**src/ecpd_pkg.sv**
```systemverilog
// constants for the ecp port register decode block
//
// Contract
// - in ecp mode ninit goes low for reverse, high for forward
// - nselectin stays deasserted whenever the port is in ecp mode
// - offsets 0, 400h and 401h decode according to the current mode field
// - mode field is bits 7 to 5 of extended control, read and write
// - extra registers decode at base plus 400h to 402h
// - offsets are added to a configurable base before comparison
// - every decode is qualified by address enable being low
// - mode codes: spp, bidir, compat, ecp, epp, reserved, test, configuration
// - offset 400h: compat, ecp data, test queue or capability word a
// - mode 100 means epp only when epp support is enabled
// - data latch at offset 0 in modes 000 and 001, reset to zero
// - host write to the data latch stores the bus byte
// - data latch drives the data pins without inversion
// - data port read returns the pin levels, not the latch
// - mode 011 write at offset 0 queues a byte tagged as address
// - tagged bytes go out by the handshake engine on their own
// - status at offset 1 in all modes, bits 2 to 0 read zero
package ecpd_pkg;
    // ------------------------------------------------------------
    // register offsets from the port base
    // ------------------------------------------------------------
    localparam logic [15:0] OFF_DATA = 16'h0000;
    localparam logic [15:0] OFF_STATUS = 16'h0001;
    localparam logic [15:0] OFF_CTRL = 16'h0002;
    localparam logic [15:0] OFF_QUEUE = 16'h0400;
    localparam logic [15:0] OFF_CFG_B = 16'h0401;
    localparam logic [15:0] OFF_ECR = 16'h0402;
    // ------------------------------------------------------------
    // mode field codes
    // ------------------------------------------------------------
    localparam logic [2:0] MODE_SPP = 3'h0;
    localparam logic [2:0] MODE_BIDIR = 3'h1;
    localparam logic [2:0] MODE_COMPAT = 3'h2;
    localparam logic [2:0] MODE_ECP = 3'h3;
    localparam logic [2:0] MODE_EPP = 3'h4;
    localparam logic [2:0] MODE_RSVD = 3'h5;
    localparam logic [2:0] MODE_TEST = 3'h6;
    localparam logic [2:0] MODE_CFG = 3'h7;
    // ------------------------------------------------------------
    // field positions and reset values
    // ------------------------------------------------------------
    localparam int ECR_MODE_HI = 7;
    localparam int ECR_MODE_LO = 5;
    localparam int ECR_CTL_HI = 4;
    localparam int ECR_CTL_LO = 2;
    localparam int CTRL_STROBE = 0;
    localparam int CTRL_AUTOFD = 1;
    localparam int CTRL_INIT = 2;
    localparam int CTRL_SELIN = 3;
    localparam int CTRL_DIR = 5;
    localparam int CTRL_W = 6;
    localparam logic [7:0] DATA_RESET = 8'h00;
    localparam logic [5:0] CTRL_RESET = 6'h00;
    localparam logic [2:0] ECR_MODE_RESET = 3'h0;
    localparam logic [2:0] ECR_CTL_RESET = 3'h0;
    localparam logic [7:0] CFG_A_VALUE = 8'h10;
    localparam logic [2:0] STATUS_LOW_ZERO = 3'h0;
    // queue entry: tag bit above the byte, set for address bytes
    localparam int QW = 9;
    localparam int TAG_BIT = 8;
endpackage

```
**src/ecpd_queue_if.sv**
```systemverilog
// interface between the decode logic and the byte queue
`timescale 1ns/1ps
interface ecpd_queue_if;
    logic push;
    logic [8:0] push_data;
    logic pop;
    logic [8:0] rd_data;
    logic full;
    logic empty;
    modport store (input push, push_data, pop, output rd_data, full, empty);
    modport user (output push, push_data, pop, input rd_data, full, empty);
endinterface

```
**src/ecpd_queue.sv**
```systemverilog
// tagged byte queue with registered read data
`timescale 1ns/1ps
module ecpd_queue
    import ecpd_pkg::*;
#(
    parameter int DEPTH = 16,
    parameter int AW = 4
) (
    // clock and reset
    input wire logic clk_sys,
    input wire logic rst_n,
    // queue port
    ecpd_queue_if.store q
);
    logic [QW-1:0] mem [DEPTH];
    logic [AW:0] wr_ptr;
    logic [AW:0] rd_ptr;
    logic [AW:0] fill;
    logic do_push;
    logic do_pop;

    assign fill = wr_ptr - rd_ptr;
    assign q.full = (fill == (AW+1)'(DEPTH));
    assign q.empty = (fill == '0);
    // a full queue drops the write; an empty one keeps the last byte
    assign do_push = q.push && !q.full;
    assign do_pop = q.pop && !q.empty;

    always_ff @(posedge clk_sys) begin
        if (do_push) begin
            mem[wr_ptr[AW-1:0]] <= q.push_data;
        end
    end

    always_ff @(posedge clk_sys or negedge rst_n) begin
        if (!rst_n) begin
            wr_ptr <= '0;
            rd_ptr <= '0;
        end else begin
            if (do_push) begin
                wr_ptr <= wr_ptr + 1'b1;
            end
            if (do_pop) begin
                rd_ptr <= rd_ptr + 1'b1;
            end
        end
    end

    always_ff @(posedge clk_sys or negedge rst_n) begin
        if (!rst_n) begin
            q.rd_data <= '0;
        end else if (do_pop) begin
            q.rd_data <= mem[rd_ptr[AW-1:0]];
        end
    end
endmodule // ecpd_queue

```
**src/ecpd_top.sv**
```systemverilog
// ecp parallel port register decode, data port and forward queue
//
// Added by the designer: the plain strobed port.
`timescale 1ns/1ps
module ecpd_top
    import ecpd_pkg::*;
#(
    parameter int QUEUE_DEPTH = 16,
    parameter int QUEUE_AW = 4,
    parameter logic [2:0] CFG_B_IRQ = 3'h0,
    parameter logic [2:0] CFG_B_DMA = 3'h0
) (
    // clock and reset
    input wire logic clk_sys,
    input wire logic rst_n,
    // host register port
    input wire logic [15:0] bus_addr,
    input wire logic [7:0] bus_wdata,
    input wire logic bus_wr,
    input wire logic bus_rd,
    input wire logic bus_aen,
    output logic [7:0] bus_rdata,
    // configuration
    input wire logic [15:0] base_addr,
    input wire logic epp_enable,
    // parallel data pins
    input wire logic [7:0] pd_in,
    output logic [7:0] pd_out,
    output logic pd_oe,
    // peripheral status pins
    input wire logic busy_in,
    input wire logic nack_in,
    input wire logic perror_in,
    input wire logic select_in,
    input wire logic nfault_in,
    // control pins
    output logic nstrobe_out,
    output logic nautofd_out,
    output logic ninit_out,
    output logic nselectin_out
);
    // ------------------------------------------------------------
    // types and helpers
    // ------------------------------------------------------------
    typedef enum logic [3:0] {
        ST_IDLE = 4'b0001,
        ST_LOAD = 4'b0010,
        ST_STROBE = 4'b0100,
        ST_RELEASE = 4'b1000
    } ecpd_state_e;

    // epp code falls back to spp unless epp support is on
    function automatic logic [2:0] effective_mode(input logic [2:0] m,
                                                   input logic epp_on);
        if (m == MODE_EPP && !epp_on) begin
            return MODE_SPP;
        end
        return m;
    endfunction

    // direction bit has no effect in the output-only modes
    function automatic logic forward_only(input logic [2:0] m);
        return (m == MODE_SPP) || (m == MODE_COMPAT);
    endfunction

    // ------------------------------------------------------------
    // pin synchronisers
    // ------------------------------------------------------------
    logic [12:0] pin_meta;
    logic [12:0] pin_sync;
    logic [7:0] pd_sync;
    logic busy_s;
    logic nack_s;
    logic perror_s;
    logic select_s;
    logic nfault_s;

    always_ff @(posedge clk_sys or negedge rst_n) begin
        if (!rst_n) begin
            pin_meta <= '0;
            pin_sync <= '0;
        end else begin
            pin_meta <= {nfault_in, select_in, perror_in, nack_in, busy_in,
                         pd_in};
            pin_sync <= pin_meta;
        end
    end

    assign pd_sync = pin_sync[7:0];
    assign busy_s = pin_sync[8];
    assign nack_s = pin_sync[9];
    assign perror_s = pin_sync[10];
    assign select_s = pin_sync[11];
    assign nfault_s = pin_sync[12];

    // ------------------------------------------------------------
    // registers and queue
    // ------------------------------------------------------------
    logic [7:0] data_latch;
    logic [CTRL_W-1:0] ctrl;
    logic [2:0] ecr_mode;
    logic [2:0] ecr_ctl;
    logic [2:0] mode;
    logic dir_eff;
    logic [15:0] off;
    logic sel_data, sel_addrq, sel_status, sel_ctrl;
    logic sel_fifo, sel_cfga, sel_cfgb, sel_ecr;
    logic host_pop;
    logic eng_pop;
    logic drain_en;
    logic [7:0] rd_value;
    logic [7:0] rdata_reg;
    logic rd_from_q;
    ecpd_state_e state;
    ecpd_state_e next_state;
    logic [7:0] out_byte;
    logic out_tag;

    ecpd_queue_if q_if();

    ecpd_queue #(
        .DEPTH(QUEUE_DEPTH),
        .AW(QUEUE_AW)
    ) u_queue (
        .clk_sys(clk_sys),
        .rst_n(rst_n),
        .q(q_if)
    );

    assign mode = effective_mode(ecr_mode, epp_enable);
    assign dir_eff = ctrl[CTRL_DIR] && !forward_only(mode);
    assign off = bus_addr - base_addr;

    // ------------------------------------------------------------
    // address decode
    // ------------------------------------------------------------
    always_comb begin
        sel_data = 1'b0;
        sel_addrq = 1'b0;
        sel_status = 1'b0;
        sel_ctrl = 1'b0;
        sel_fifo = 1'b0;
        sel_cfga = 1'b0;
        sel_cfgb = 1'b0;
        sel_ecr = 1'b0;
        // dma address cycles must never hit a register
        if (bus_aen) begin
            sel_data = 1'b0;
        end else if (off == OFF_DATA) begin
            sel_data = (mode == MODE_SPP)
                || (mode == MODE_BIDIR);
            sel_addrq = (mode == MODE_ECP);
        end else if (off == OFF_STATUS) begin
            sel_status = 1'b1;
        end else if (off == OFF_CTRL) begin
            sel_ctrl = 1'b1;
        end else if (off == OFF_QUEUE) begin
            sel_fifo = (mode == MODE_COMPAT) || (mode == MODE_ECP)
                || (mode == MODE_TEST);
            sel_cfga = (mode == MODE_CFG);
        end else if (off == OFF_CFG_B) begin
            sel_cfgb = (mode == MODE_CFG);
        end else if (off == OFF_ECR) begin
            sel_ecr = 1'b1;
        end
    end

    // ------------------------------------------------------------
    // register writes
    // ------------------------------------------------------------
    always_ff @(posedge clk_sys or negedge rst_n) begin
        if (!rst_n) begin
            data_latch <= DATA_RESET;
        end else if (bus_wr && sel_data) begin
            data_latch <= bus_wdata;
        end
    end

    always_ff @(posedge clk_sys or negedge rst_n) begin
        if (!rst_n) begin
            ctrl <= CTRL_RESET;
        end else if (bus_wr && sel_ctrl) begin
            ctrl <= bus_wdata[CTRL_W-1:0];
        end
    end

    always_ff @(posedge clk_sys or negedge rst_n) begin
        if (!rst_n) begin
            ecr_mode <= ECR_MODE_RESET;
            ecr_ctl <= ECR_CTL_RESET;
        end else if (bus_wr && sel_ecr) begin
            ecr_mode <= bus_wdata[ECR_MODE_HI:ECR_MODE_LO];
            ecr_ctl <= bus_wdata[ECR_CTL_HI:ECR_CTL_LO];
        end
    end

    // address bytes carry the tag; reverse writes outside test mode are simply dropped
    assign q_if.push = bus_wr && ((sel_addrq && !dir_eff)
        || (sel_fifo && (mode == MODE_TEST || !dir_eff)));
    assign q_if.push_data = {sel_addrq, bus_wdata};
    assign host_pop = bus_rd && sel_fifo && (mode == MODE_TEST || dir_eff);
    assign q_if.pop = host_pop || eng_pop;

    // ------------------------------------------------------------
    // register reads
    // ------------------------------------------------------------
    always_comb begin
        rd_value = 8'h00;
        if (sel_data) begin
            rd_value = pd_sync;
        end else if (sel_status) begin
            rd_value = {~busy_s, nack_s, perror_s, select_s, nfault_s,
                        STATUS_LOW_ZERO};
        end else if (sel_ctrl) begin
            rd_value = {2'h0, ctrl};
        end else if (sel_cfga) begin
            rd_value = CFG_A_VALUE;
        end else if (sel_cfgb) begin
            rd_value = {2'h0, CFG_B_IRQ, CFG_B_DMA};
        end else if (sel_ecr) begin
            rd_value = {ecr_mode, ecr_ctl, q_if.full, q_if.empty};
        end
    end

    always_ff @(posedge clk_sys or negedge rst_n) begin
        if (!rst_n) begin
            rdata_reg <= 8'h00;
            rd_from_q <= 1'b0;
        end else begin
            rdata_reg <= bus_rd ? rd_value : 8'h00;
            rd_from_q <= bus_rd && sel_fifo;
        end
    end

    // queue read data is already a register, one cycle after the pop
    assign bus_rdata = rd_from_q ? q_if.rd_data[7:0] : rdata_reg;

    // ------------------------------------------------------------
    // forward handshake engine
    // ------------------------------------------------------------
    assign drain_en = !dir_eff && (mode == MODE_ECP || mode == MODE_COMPAT);
    assign eng_pop = (state == ST_IDLE) && drain_en
        && !q_if.empty;

    always_comb begin
        next_state = state;
        case (state)
            ST_IDLE: begin
                if (eng_pop) begin
                    next_state = ST_LOAD;
                end
            end
            ST_LOAD: begin
                next_state = ST_STROBE;
            end
            ST_STROBE: begin
                if (busy_s) begin
                    next_state = ST_RELEASE;
                end
            end
            ST_RELEASE: begin
                if (!busy_s) begin
                    next_state = ST_IDLE;
                end
            end
            default: begin
                next_state = ST_IDLE;
            end
        endcase
    end

    always_ff @(posedge clk_sys or negedge rst_n) begin
        if (!rst_n) begin
            state <= ST_IDLE;
        end else begin
            state <= next_state;
        end
    end

    always_ff @(posedge clk_sys or negedge rst_n) begin
        if (!rst_n) begin
            out_byte <= 8'h00;
            out_tag <= 1'b0;
        end else if (state == ST_LOAD) begin
            out_byte <= q_if.rd_data[7:0];
            out_tag <= q_if.rd_data[TAG_BIT];
        end
    end

    // ------------------------------------------------------------
    // pin drive
    // ------------------------------------------------------------
    always_ff @(posedge clk_sys or negedge rst_n) begin
        if (!rst_n) begin
            pd_out <= 8'h00;
            pd_oe <= 1'b1;
        end else begin
            // byte must already stand on the pins when the strobe falls
            pd_out <= (state == ST_LOAD) ? q_if.rd_data[7:0]
                : (state == ST_IDLE) ? data_latch : out_byte;
            // release the bus in reverse so the peripheral may drive it
            pd_oe <= !dir_eff;
        end
    end

    assign nstrobe_out = (state == ST_STROBE) ? 1'b0 : ~ctrl[CTRL_STROBE];
    // host ack low marks a command byte while the engine runs
    assign nautofd_out = (mode == MODE_ECP && state != ST_IDLE) ? ~out_tag
        : ~ctrl[CTRL_AUTOFD];
    assign ninit_out = (mode == MODE_ECP) ? ~ctrl[CTRL_DIR]
        : ctrl[CTRL_INIT];
    assign nselectin_out = (mode == MODE_ECP) ? 1'b1
        : ~ctrl[CTRL_SELIN];

    // ------------------------------------------------------------
    // checks
    // ------------------------------------------------------------
    property p_nselectin;
        @(posedge clk_sys) disable iff (!rst_n)
        (mode == MODE_ECP) |-> nselectin_out;
    endproperty
    a_nselectin: assert property (p_nselectin)
        else $error("nselectin asserted in ecp mode");

    property p_ninit_dir;
        @(posedge clk_sys) disable iff (!rst_n)
        (mode == MODE_ECP) |-> (ninit_out == !ctrl[CTRL_DIR]);
    endproperty
    a_ninit_dir: assert property (p_ninit_dir)
        else $error("ninit does not follow direction in ecp mode");

    property p_status_low;
        @(posedge clk_sys) disable iff (!rst_n)
        (bus_rd && sel_status) |=> (bus_rdata[2:0] == 3'h0);
    endproperty
    a_status_low: assert property (p_status_low)
        else $error("status low bits not zero");

    property p_data_to_pins;
        @(posedge clk_sys) disable iff (!rst_n)
        (bus_wr && sel_data && state == ST_IDLE)
            ##1 (state == ST_IDLE) |=> (pd_out == $past(bus_wdata, 2));
    endproperty
    a_data_to_pins: assert property (p_data_to_pins)
        else $error("written data byte not on data pins");

    property p_aen_block;
        @(posedge clk_sys) disable iff (!rst_n)
        bus_aen |=> $stable(data_latch) && $stable(ctrl) && $stable(ecr_mode);
    endproperty
    a_aen_block: assert property (p_aen_block)
        else $error("register changed during aen cycle");

    property p_read_pins;
        @(posedge clk_sys) disable iff (!rst_n)
        (bus_rd && sel_data) |=> (bus_rdata == $past(pd_sync));
    endproperty
    a_read_pins: assert property (p_read_pins)
        else $error("data port read not the pin levels");

    property p_unmapped;
        @(posedge clk_sys) disable iff (!rst_n)
        (bus_rd && !(sel_data || sel_status || sel_ctrl || sel_fifo
            || sel_cfga || sel_cfgb || sel_ecr)) |=> (bus_rdata == 8'h00);
    endproperty
    a_unmapped: assert property (p_unmapped)
        else $error("unmapped read not zero");

    property p_addr_tag;
        @(posedge clk_sys) disable iff (!rst_n)
        (bus_wr && !bus_aen && off == OFF_DATA && mode == MODE_ECP
            && !dir_eff) |-> (q_if.push && q_if.push_data[TAG_BIT]);
    endproperty
    a_addr_tag: assert property (p_addr_tag)
        else $error("address byte not queued with tag");

    property p_mode_write;
        @(posedge clk_sys) disable iff (!rst_n)
        (bus_wr && sel_ecr) |=> (ecr_mode == $past(bus_wdata[7:5]));
    endproperty
    a_mode_write: assert property (p_mode_write)
        else $error("mode field not written");

    property p_engine_start;
        @(posedge clk_sys) disable iff (!rst_n)
        eng_pop |-> ##2 (state == ST_STROBE && !nstrobe_out);
    endproperty
    a_engine_start: assert property (p_engine_start)
        else $error("queued byte not strobed out");

    property p_epp_gate;
        @(posedge clk_sys) disable iff (!rst_n)
        !epp_enable |-> (mode != MODE_EPP);
    endproperty
    a_epp_gate: assert property (p_epp_gate)
        else $error("epp mode active while disabled");

    property p_cfg_a;
        @(posedge clk_sys) disable iff (!rst_n)
        (bus_rd && sel_cfga) |=> (bus_rdata == 8'h10);
    endproperty
    a_cfg_a: assert property (p_cfg_a)
        else $error("capability word a wrong");
endmodule // ecpd_top

```
**config.mk**
```make
export PLATFORM = sky130hd
export DESIGN_NAME = ecpd_top
export DESIGN_NICKNAME = d
export VERILOG_FILES = /design/src/ecpd_pkg.sv /design/src/ecpd_queue_if.sv /design/src/ecpd_queue.sv /design/src/ecpd_top.sv
export SDC_FILE = /design/constraint.sdc
export NUM_CORES = 1
export LEC_CHECK = 0
export ABC_AREA = 1
export BUFFER_PORTS_ARGS = -buffer_cell sky130_fd_sc_hd__buf_2
export CELL_PAD_IN_SITES_DETAIL_PLACEMENT = 0
export CELL_PAD_IN_SITES_GLOBAL_PLACEMENT = 2
export CORE_ASPECT_RATIO = 1.5
export CORE_MARGIN = 5
export CORE_UTILIZATION = 37
export DETAILED_ROUTE_END_ITERATION = 10
export PLACE_DENSITY = 0.76
export SLEW_MARGIN = 10
export SYNTH_ARGS = -nofsm -noshare
export SYNTH_HDL_FRONTEND = slang
export SYNTH_HIERARCHICAL = 1
export SYNTH_SLANG_ARGS = --single-unit
```
**constraint.sdc**
```tcl
create_clock -name clk_sys -period 4.2 [get_ports clk_sys]
set_input_delay 0.84 -clock clk_sys [delete_from_list [all_inputs] [get_ports clk_sys]]
set_output_delay 0.84 -clock clk_sys [all_outputs]
set_load 0.005 [all_outputs]
```
# Word level (Yosys, flattened, before mapping)
# Memories as Yosys holds them, arrays and structs flattened. A register that Yosys moved wholly into a read port is not among the register bits.
# Cells that the tools add are included.
[totals]
output_inout_bits = 21
elab_cells = 137
reg_bits = 87
ramBits = 144
mem_count = 1
in_bits = 59
[classes]
muxes = 57
n_bitwise = 6
n_reduce_logical = 34
eq_ne = 20
n_addsub = 4
[memory_table]
columns = ["memory", "depth", "width", "read_ports", "rd_ports_with_merged_regs", "write_ports", "line", "rtl"]
rows = [
  ["u_queue.mem", 16, 9, 1, 1, 1, "ecpd_queue.sv:15", "logic [QW-1:0] mem [DEPTH];"],
]
[ops]
columns = ["op", "n"]
rows = [
  ["2-to-1 mux 8 bit", 10],
  ["equality test 16 x 11 -> 1 bit (second input constant)", 3],
  ["2-to-1 mux 1 bit", 41],
  ["equality test 16 x 1 -> 1 bit (second input constant)", 1],
  ["equality test 16 x 2 -> 1 bit (second input constant)", 1],
  ["logical AND 1 bit", 16],
  ["zero test 16 bit", 1],
  ["one-hot mux 4 bit (4 select lines)", 1],
  ["subtractor 16 bit", 1],
  ["2-to-1 mux 4 bit", 3],
  ["adder 5 x 1 -> 5 bit (second input constant)", 2],
  ["equality test 3 bit (second input constant)", 3],
  ["logical OR 1 bit", 8],
  ["equality test 3 x 2 -> 1 bit (second input constant)", 2],
  ["zero test 1 bit", 6],
  ["2-to-1 mux 3 bit", 2],
  ["!= test 2 bit (second input constant)", 3],
  ["NOT 1 bit", 6],
  ["equality test 5 bit (second input constant)", 1],
  ["zero test 5 bit", 1],
  ["subtractor 5 bit", 1],
  ["equality test 4 x 1 -> 1 bit (second input constant)", 1],
  ["equality test 4 x 2 -> 1 bit (second input constant)", 1],
  ["equality test 4 x 3 -> 1 bit (second input constant)", 1],
  ["5 further kinds", 5],
]

# Logic depth before layout (Yosys ltp)
[depth]
depth_word = 18
depth_mapped = 24
depth_no_buf = 24

# Hierarchy
# Netlist, hierarchy kept.
[by_module_without_submodules]
columns = ["module", "n_inst", "area_each_um2", "seq_area_each_um2", "cells_per_inst"]
rows = [
  ["ecpd_queue", 1, 7499.7, 4799.6, 794],
  ["ecpd_top", 1, 4434.3, 1929.4, 610],
]

# Least setup slack after synthesis
# OpenSTA, ideal clock, no wires.
[synth_timing]
path_type = "input -> register"
from = "in bus_addr[0]"
to = "mem u_queue.mem[12][0] (enable)"
path_stages = 21
setup_ns = 0.374
path_slack_ns = 0.296
arrival_ns = 3.529
required_time_ns = 3.826
n_path_buf = 1
path_cell_list = "inv_1 -> ha_1 -> fa_1 -> inv_1 -> nand2_1 -> nand2_2 -> nand3_2 -> nand2_2 -> nand2_1 -> nand3_1 -> nand2_1 -> nor2_1 -> nand2_1 -> nor2_4 -> nand2_2 -> nor2_1 -> nand3_1 -> a21oi_1 -> nand2_2 -> buf_6 -> nor2_1"
[synth_between]
elab_chain_cells = 13
word_cells_on_any_way = 19
classes_between = "add/sub (1); eq/ne (3); mux (9); reduce/logical (6)"
[synth_rtl]
columns = ["element", "line", "rtl"]
rows = [
  ["start: declaration", "ecpd_top.sv:17", "input wire logic [15:0] bus_addr,"],
  ["subtractor 16 bit (*)", "ecpd_top.sv:132", "assign off = bus_addr - base_addr;"],
  ["equality test 16 x 11 -> 1 bit", "ecpd_top.sv:157", "end else if (off == OFF_QUEUE) begin"],
  ["2-to-1 mux 1 bit", "ecpd_top.sv:157", ""],
  ["2-to-1 mux 1 bit", "ecpd_top.sv:155", "end else if (off == OFF_CTRL) begin"],
  ["2-to-1 mux 1 bit", "ecpd_top.sv:153", "end else if (off == OFF_STATUS) begin"],
  ["2-to-1 mux 1 bit", "ecpd_top.sv:149", "end else if (off == OFF_DATA) begin"],
  ["2-to-1 mux 1 bit", "ecpd_top.sv:147", "if (bus_aen) begin"],
  ["logical AND 1 bit", "ecpd_top.sv:199", "|| (sel_fifo && (mode == MODE_TEST || !dir_eff)));"],
  ["logical OR 1 bit (*)", "ecpd_top.sv:199", ""],
  ["logical AND 1 bit (*)", "ecpd_top.sv:198", "assign q_if.push = bus_wr && ((sel_addrq && !dir_eff)"],
  ["named net q_if.push", "ecpd_queue_if.sv:4", "logic push;"],
  ["logical AND 1 bit (*)", "ecpd_queue.sv:26", "assign do_push = q.push && !q.full;"],
  ["2-to-1 mux 1 bit (*)", "ecpd_queue.sv:30", "if (do_push) begin"],
  ["2-to-1 mux 1 bit (implied by the code) (*)", "ecpd_queue.sv:31", "mem[wr_ptr[AW-1:0]] <= q.push_data;"],
  ["end: declaration", "ecpd_queue.sv:15", ""],
]
# The timed path passes the listed nets; every way through them passes the cells marked *.

# Worst setup path in the final report
[layout_timing]
from = "in bus_addr[0]"
to = "mem u_queue.mem[15][3] (enable)"
# The elaborated chain is that of the path after synthesis.

==> flow_summary.ini <==
[global_routing]
met3_usage_pct = 2.13
grt_max_degree = 76
antenna_found_initial = 0
grt_usage_pct = 18.5
met1_usage_pct = 21.1
grt_overflow_total = 0
grt_pass1_wl_um = 51100
grt_most_used_layer = met2
grt_pass1_vias = 9085
grtUsageMet2_pct = 35.0

[final_layout]
drive_gt1_share_pct = 13.0
fillers = 3194
synthToLayoutAreaGrowth_pct = 16.7
n_antenna_cell = 0
nets = 1593
layout_commonest_cell = nand2_1
layout_common_cells = nand2_1, inv_1, edfxtp_1
largest_reg_flops = 144

[clock_tree]
cts_tree = built
htree_num_levels = 1
holdBufCountCts = 0
cts_setup_buffers = 0
clockBufferDepth = 3
cts_resized = 0
clock_latency_ns = 0.55
cts-root-buf = clkbuf_16
cts_buffers = 26
cts.sinks = 240
clk_pin_slew_worst_paths_ns = 0.06

[critical_path]
crit_fanout = 9
critPathRequiredTime_ns = 4.41
r2r_slack_ns = 1.34
cp_common_cell = nand2_1
critPathMaxStageDelay_ns = 0.42
cp.buffers_inverters = 5
reg2reg_to = state[0]
reg2reg_depth = 15
crit_type = primary input to flop
cpLargestDelayFamily = simple AND/OR/NAND/NOR gates
crit_arrival_ns = 3.83
r2r-start = u_queue/rd_ptr[2]
cp_slowest_cell = fa_1
start_kind = primary input
critical_path.cell_chain = buf_2, inv_1, ha_1, fa_1, inv_1, nand2_1, nand2_2, nand3_2, nand2_2, nand2_1, nand2_1, nand2_1, nand2_1, nand2_1, nor2_2, and2_4, nand4_1, a21oi_1, buf_4, nand2_1, nor2_1, nand2_1, inv_1
cp-end-kind = flop
crit_start = bus_addr[0]
worstSetupPathDepth = 23
crit_end = u_queue/mem[15][3]

[logic_synthesis]
netlist_area_mm2 = 0.0119
yosysSeqAreaShare_pct = 56.4
syn_nets = 1489
ys_types = 34
synth.avg_cell_area_um2 = 8.50
yosys_warnings = 6
yosys_register_bits = 240
synthCells = 1404

[floorplan]
die_h_um = 230
dieArea_mm2 = 0.0360
core_area_mm2 = 0.0318
rows = 80
pin_count = 80
start_util_pct = 37.5
die_w_um = 157

[power]
total_power_mw = 5.38
power.leakage_nw = 6.86
ir_drop_mv = 0.326
pwr_density_cell_mw_per_mm2 = 386

[sta]
slew_viol_final = 0
setup_viol = 0
rsz0062_at_grt = no
fmax_ghz = 0.276
fin_crit_ns = 3.62
max_slew_margin_pct = 35.2
final.setup.tns_ns = 0
worst_pin_slew_ns = 0.972
hold_violations = 0
holdWs_ns = 0.346
period_share_pct = 86.2
clock_skew_ns = 0.0217

[status]
status = finished clean

[job]
cap_viol_max_count = 0

[placed_design]
io_buffers = 79
gp_congestion = 0.805
place_hpwl_um = 22800

[route]
wl_per_cell_um = 17.1
dr.pass1.iters = 5
wl_um = 33200
post-route-drc-count = 0
antenna_left = 0
initialDrtViolationCount = 483
via_count = 9098
via_per_inst = 4.69

[min_path]
min_path_type = flop to flop
==> worst min path at each step <==
| stage | from | end | slack, ns | cells after the start |
|---|---|---|---|---|
| 6_report | pin_meta[7] | pin_sync[7] | 0.35 | 0 |
| 5_1_grt | pin_meta[0] | pin_sync[0] | 0.36 | 0 |
| 3_3_place_gp | pin_meta[0] | pin_sync[0] | 0.33 | 0 |
| 3_5_place_dp | pin_meta[7] | pin_sync[7] | 0.33 | 0 |
| 2_1_floorplan | pin_meta[0] | pin_sync[0] | 0.33 | 0 |
| 4_1_cts | pin_meta[9] | pin_sync[9] | 0.35 | 0 |
==> kinds of logic (layout without fill, tap and decap cells) <==
| group | Yosys count | in the layout | synth area share [%] |
|---|---|---|---|
| buf+inv | 329 | 453 | 10.8 |
| fa+ha+maj | 26 | 26 | 2.79 |
| flops | 240 | 240 | 56.4 |
| compound gates | 79 | 79 | 3.43 |
| mux | 8 | 8 | 0.755 |
| simple gates | 714 | 714 | 25.3 |
| xor+xnor | 8 | 8 | 0.587 |
==> cell usage after synthesis (all sizes together) <==
cell | number | area share [%]
nand3b | 5 | 0.31
clkinv | 1 | 0.031
nand4 | 13 | 0.68
inv | 290 | 9.1
dfrtp | 94 | 20
xnor2 | 3 | 0.22
clkbuf | 18 | 0.57
xor2 | 5 | 0.37
nor2 | 79 | 2.7
a21oi | 19 | 0.89
nand2 | 457 | 15
and2 | 2 | 0.13
fa | 1 | 0.17
nand3 | 143 | 6.0
or2 | 1 | 0.052
a31oi | 2 | 0.10
edfxtp | 144 | 36
mux2 | 8 | 0.75
nor4 | 2 | 0.10
buf | 20 | 1.0
ha | 25 | 2.6
dfstp | 2 | 0.44
o21ai | 58 | 2.4
nor3 | 12 | 0.50
==> worst reg2reg max path: stages (launching register included) <==
cell and delay, ns:
dfrtp_1 0.44, inv_2 0.21, ha_1 0.31, or2_1 0.26, nand2_1 0.07, nand2_1 0.04, nand2_1 0.11, nor2_4 0.06
nand2_4 0.17, inv_1 0.09, nor4_1 0.27, buf_4 0.20, nor2_1 0.04, a31oi_1 0.28, nand4_1 0.11, o21ai_0 0.11
==> final cells by class <==
cell class	instances	area, um2	share of cell area [%]
Clock inverter	17	277	1.98
Tap cell	410	513	3.68
Inverter	291	1090	7.84
Sequential cell	240	6730	48.3
Timing Repair Buffer	114	698	5.01
Clock buffer	31	689	4.95
Multi-Input combinational cell	835	3930	28.2
==> metal layers <==
metal / up-vias / routed length (um) / part of all wire, %
li1: 4586 / - / -
met1: 4287 / 13000 / 39
met2: 174 / 18000 / 54
met3: 51 / 1120 / 3.4
met4: 0 / 1040 / 3.1
met5: - / 0 / 0
==> stage by stage <==
stage,setup WS (ns),cell area [um2],instances,utilization (%)
after floorplan,0.296,11900,1404,-
after global placement,0.0314,13000,1890,40.7
after detailed placement,0.0331,13000,1890,40.7
after CTS,0.612,13900,1938,43.8
after global routing,0.293,13900,1938,43.8
final,0.580,13900,1938,43.8
==> power by group <==
| part | switching [mW] | internal [mW] |
|---|---|---|
| clock | 1.01 | 1.56 |
| sequential | 0.00327 | 2.51 |
| combinational | 0.197 | 0.0877 |
Note: power is estimated with default switching activity, not from simulation.
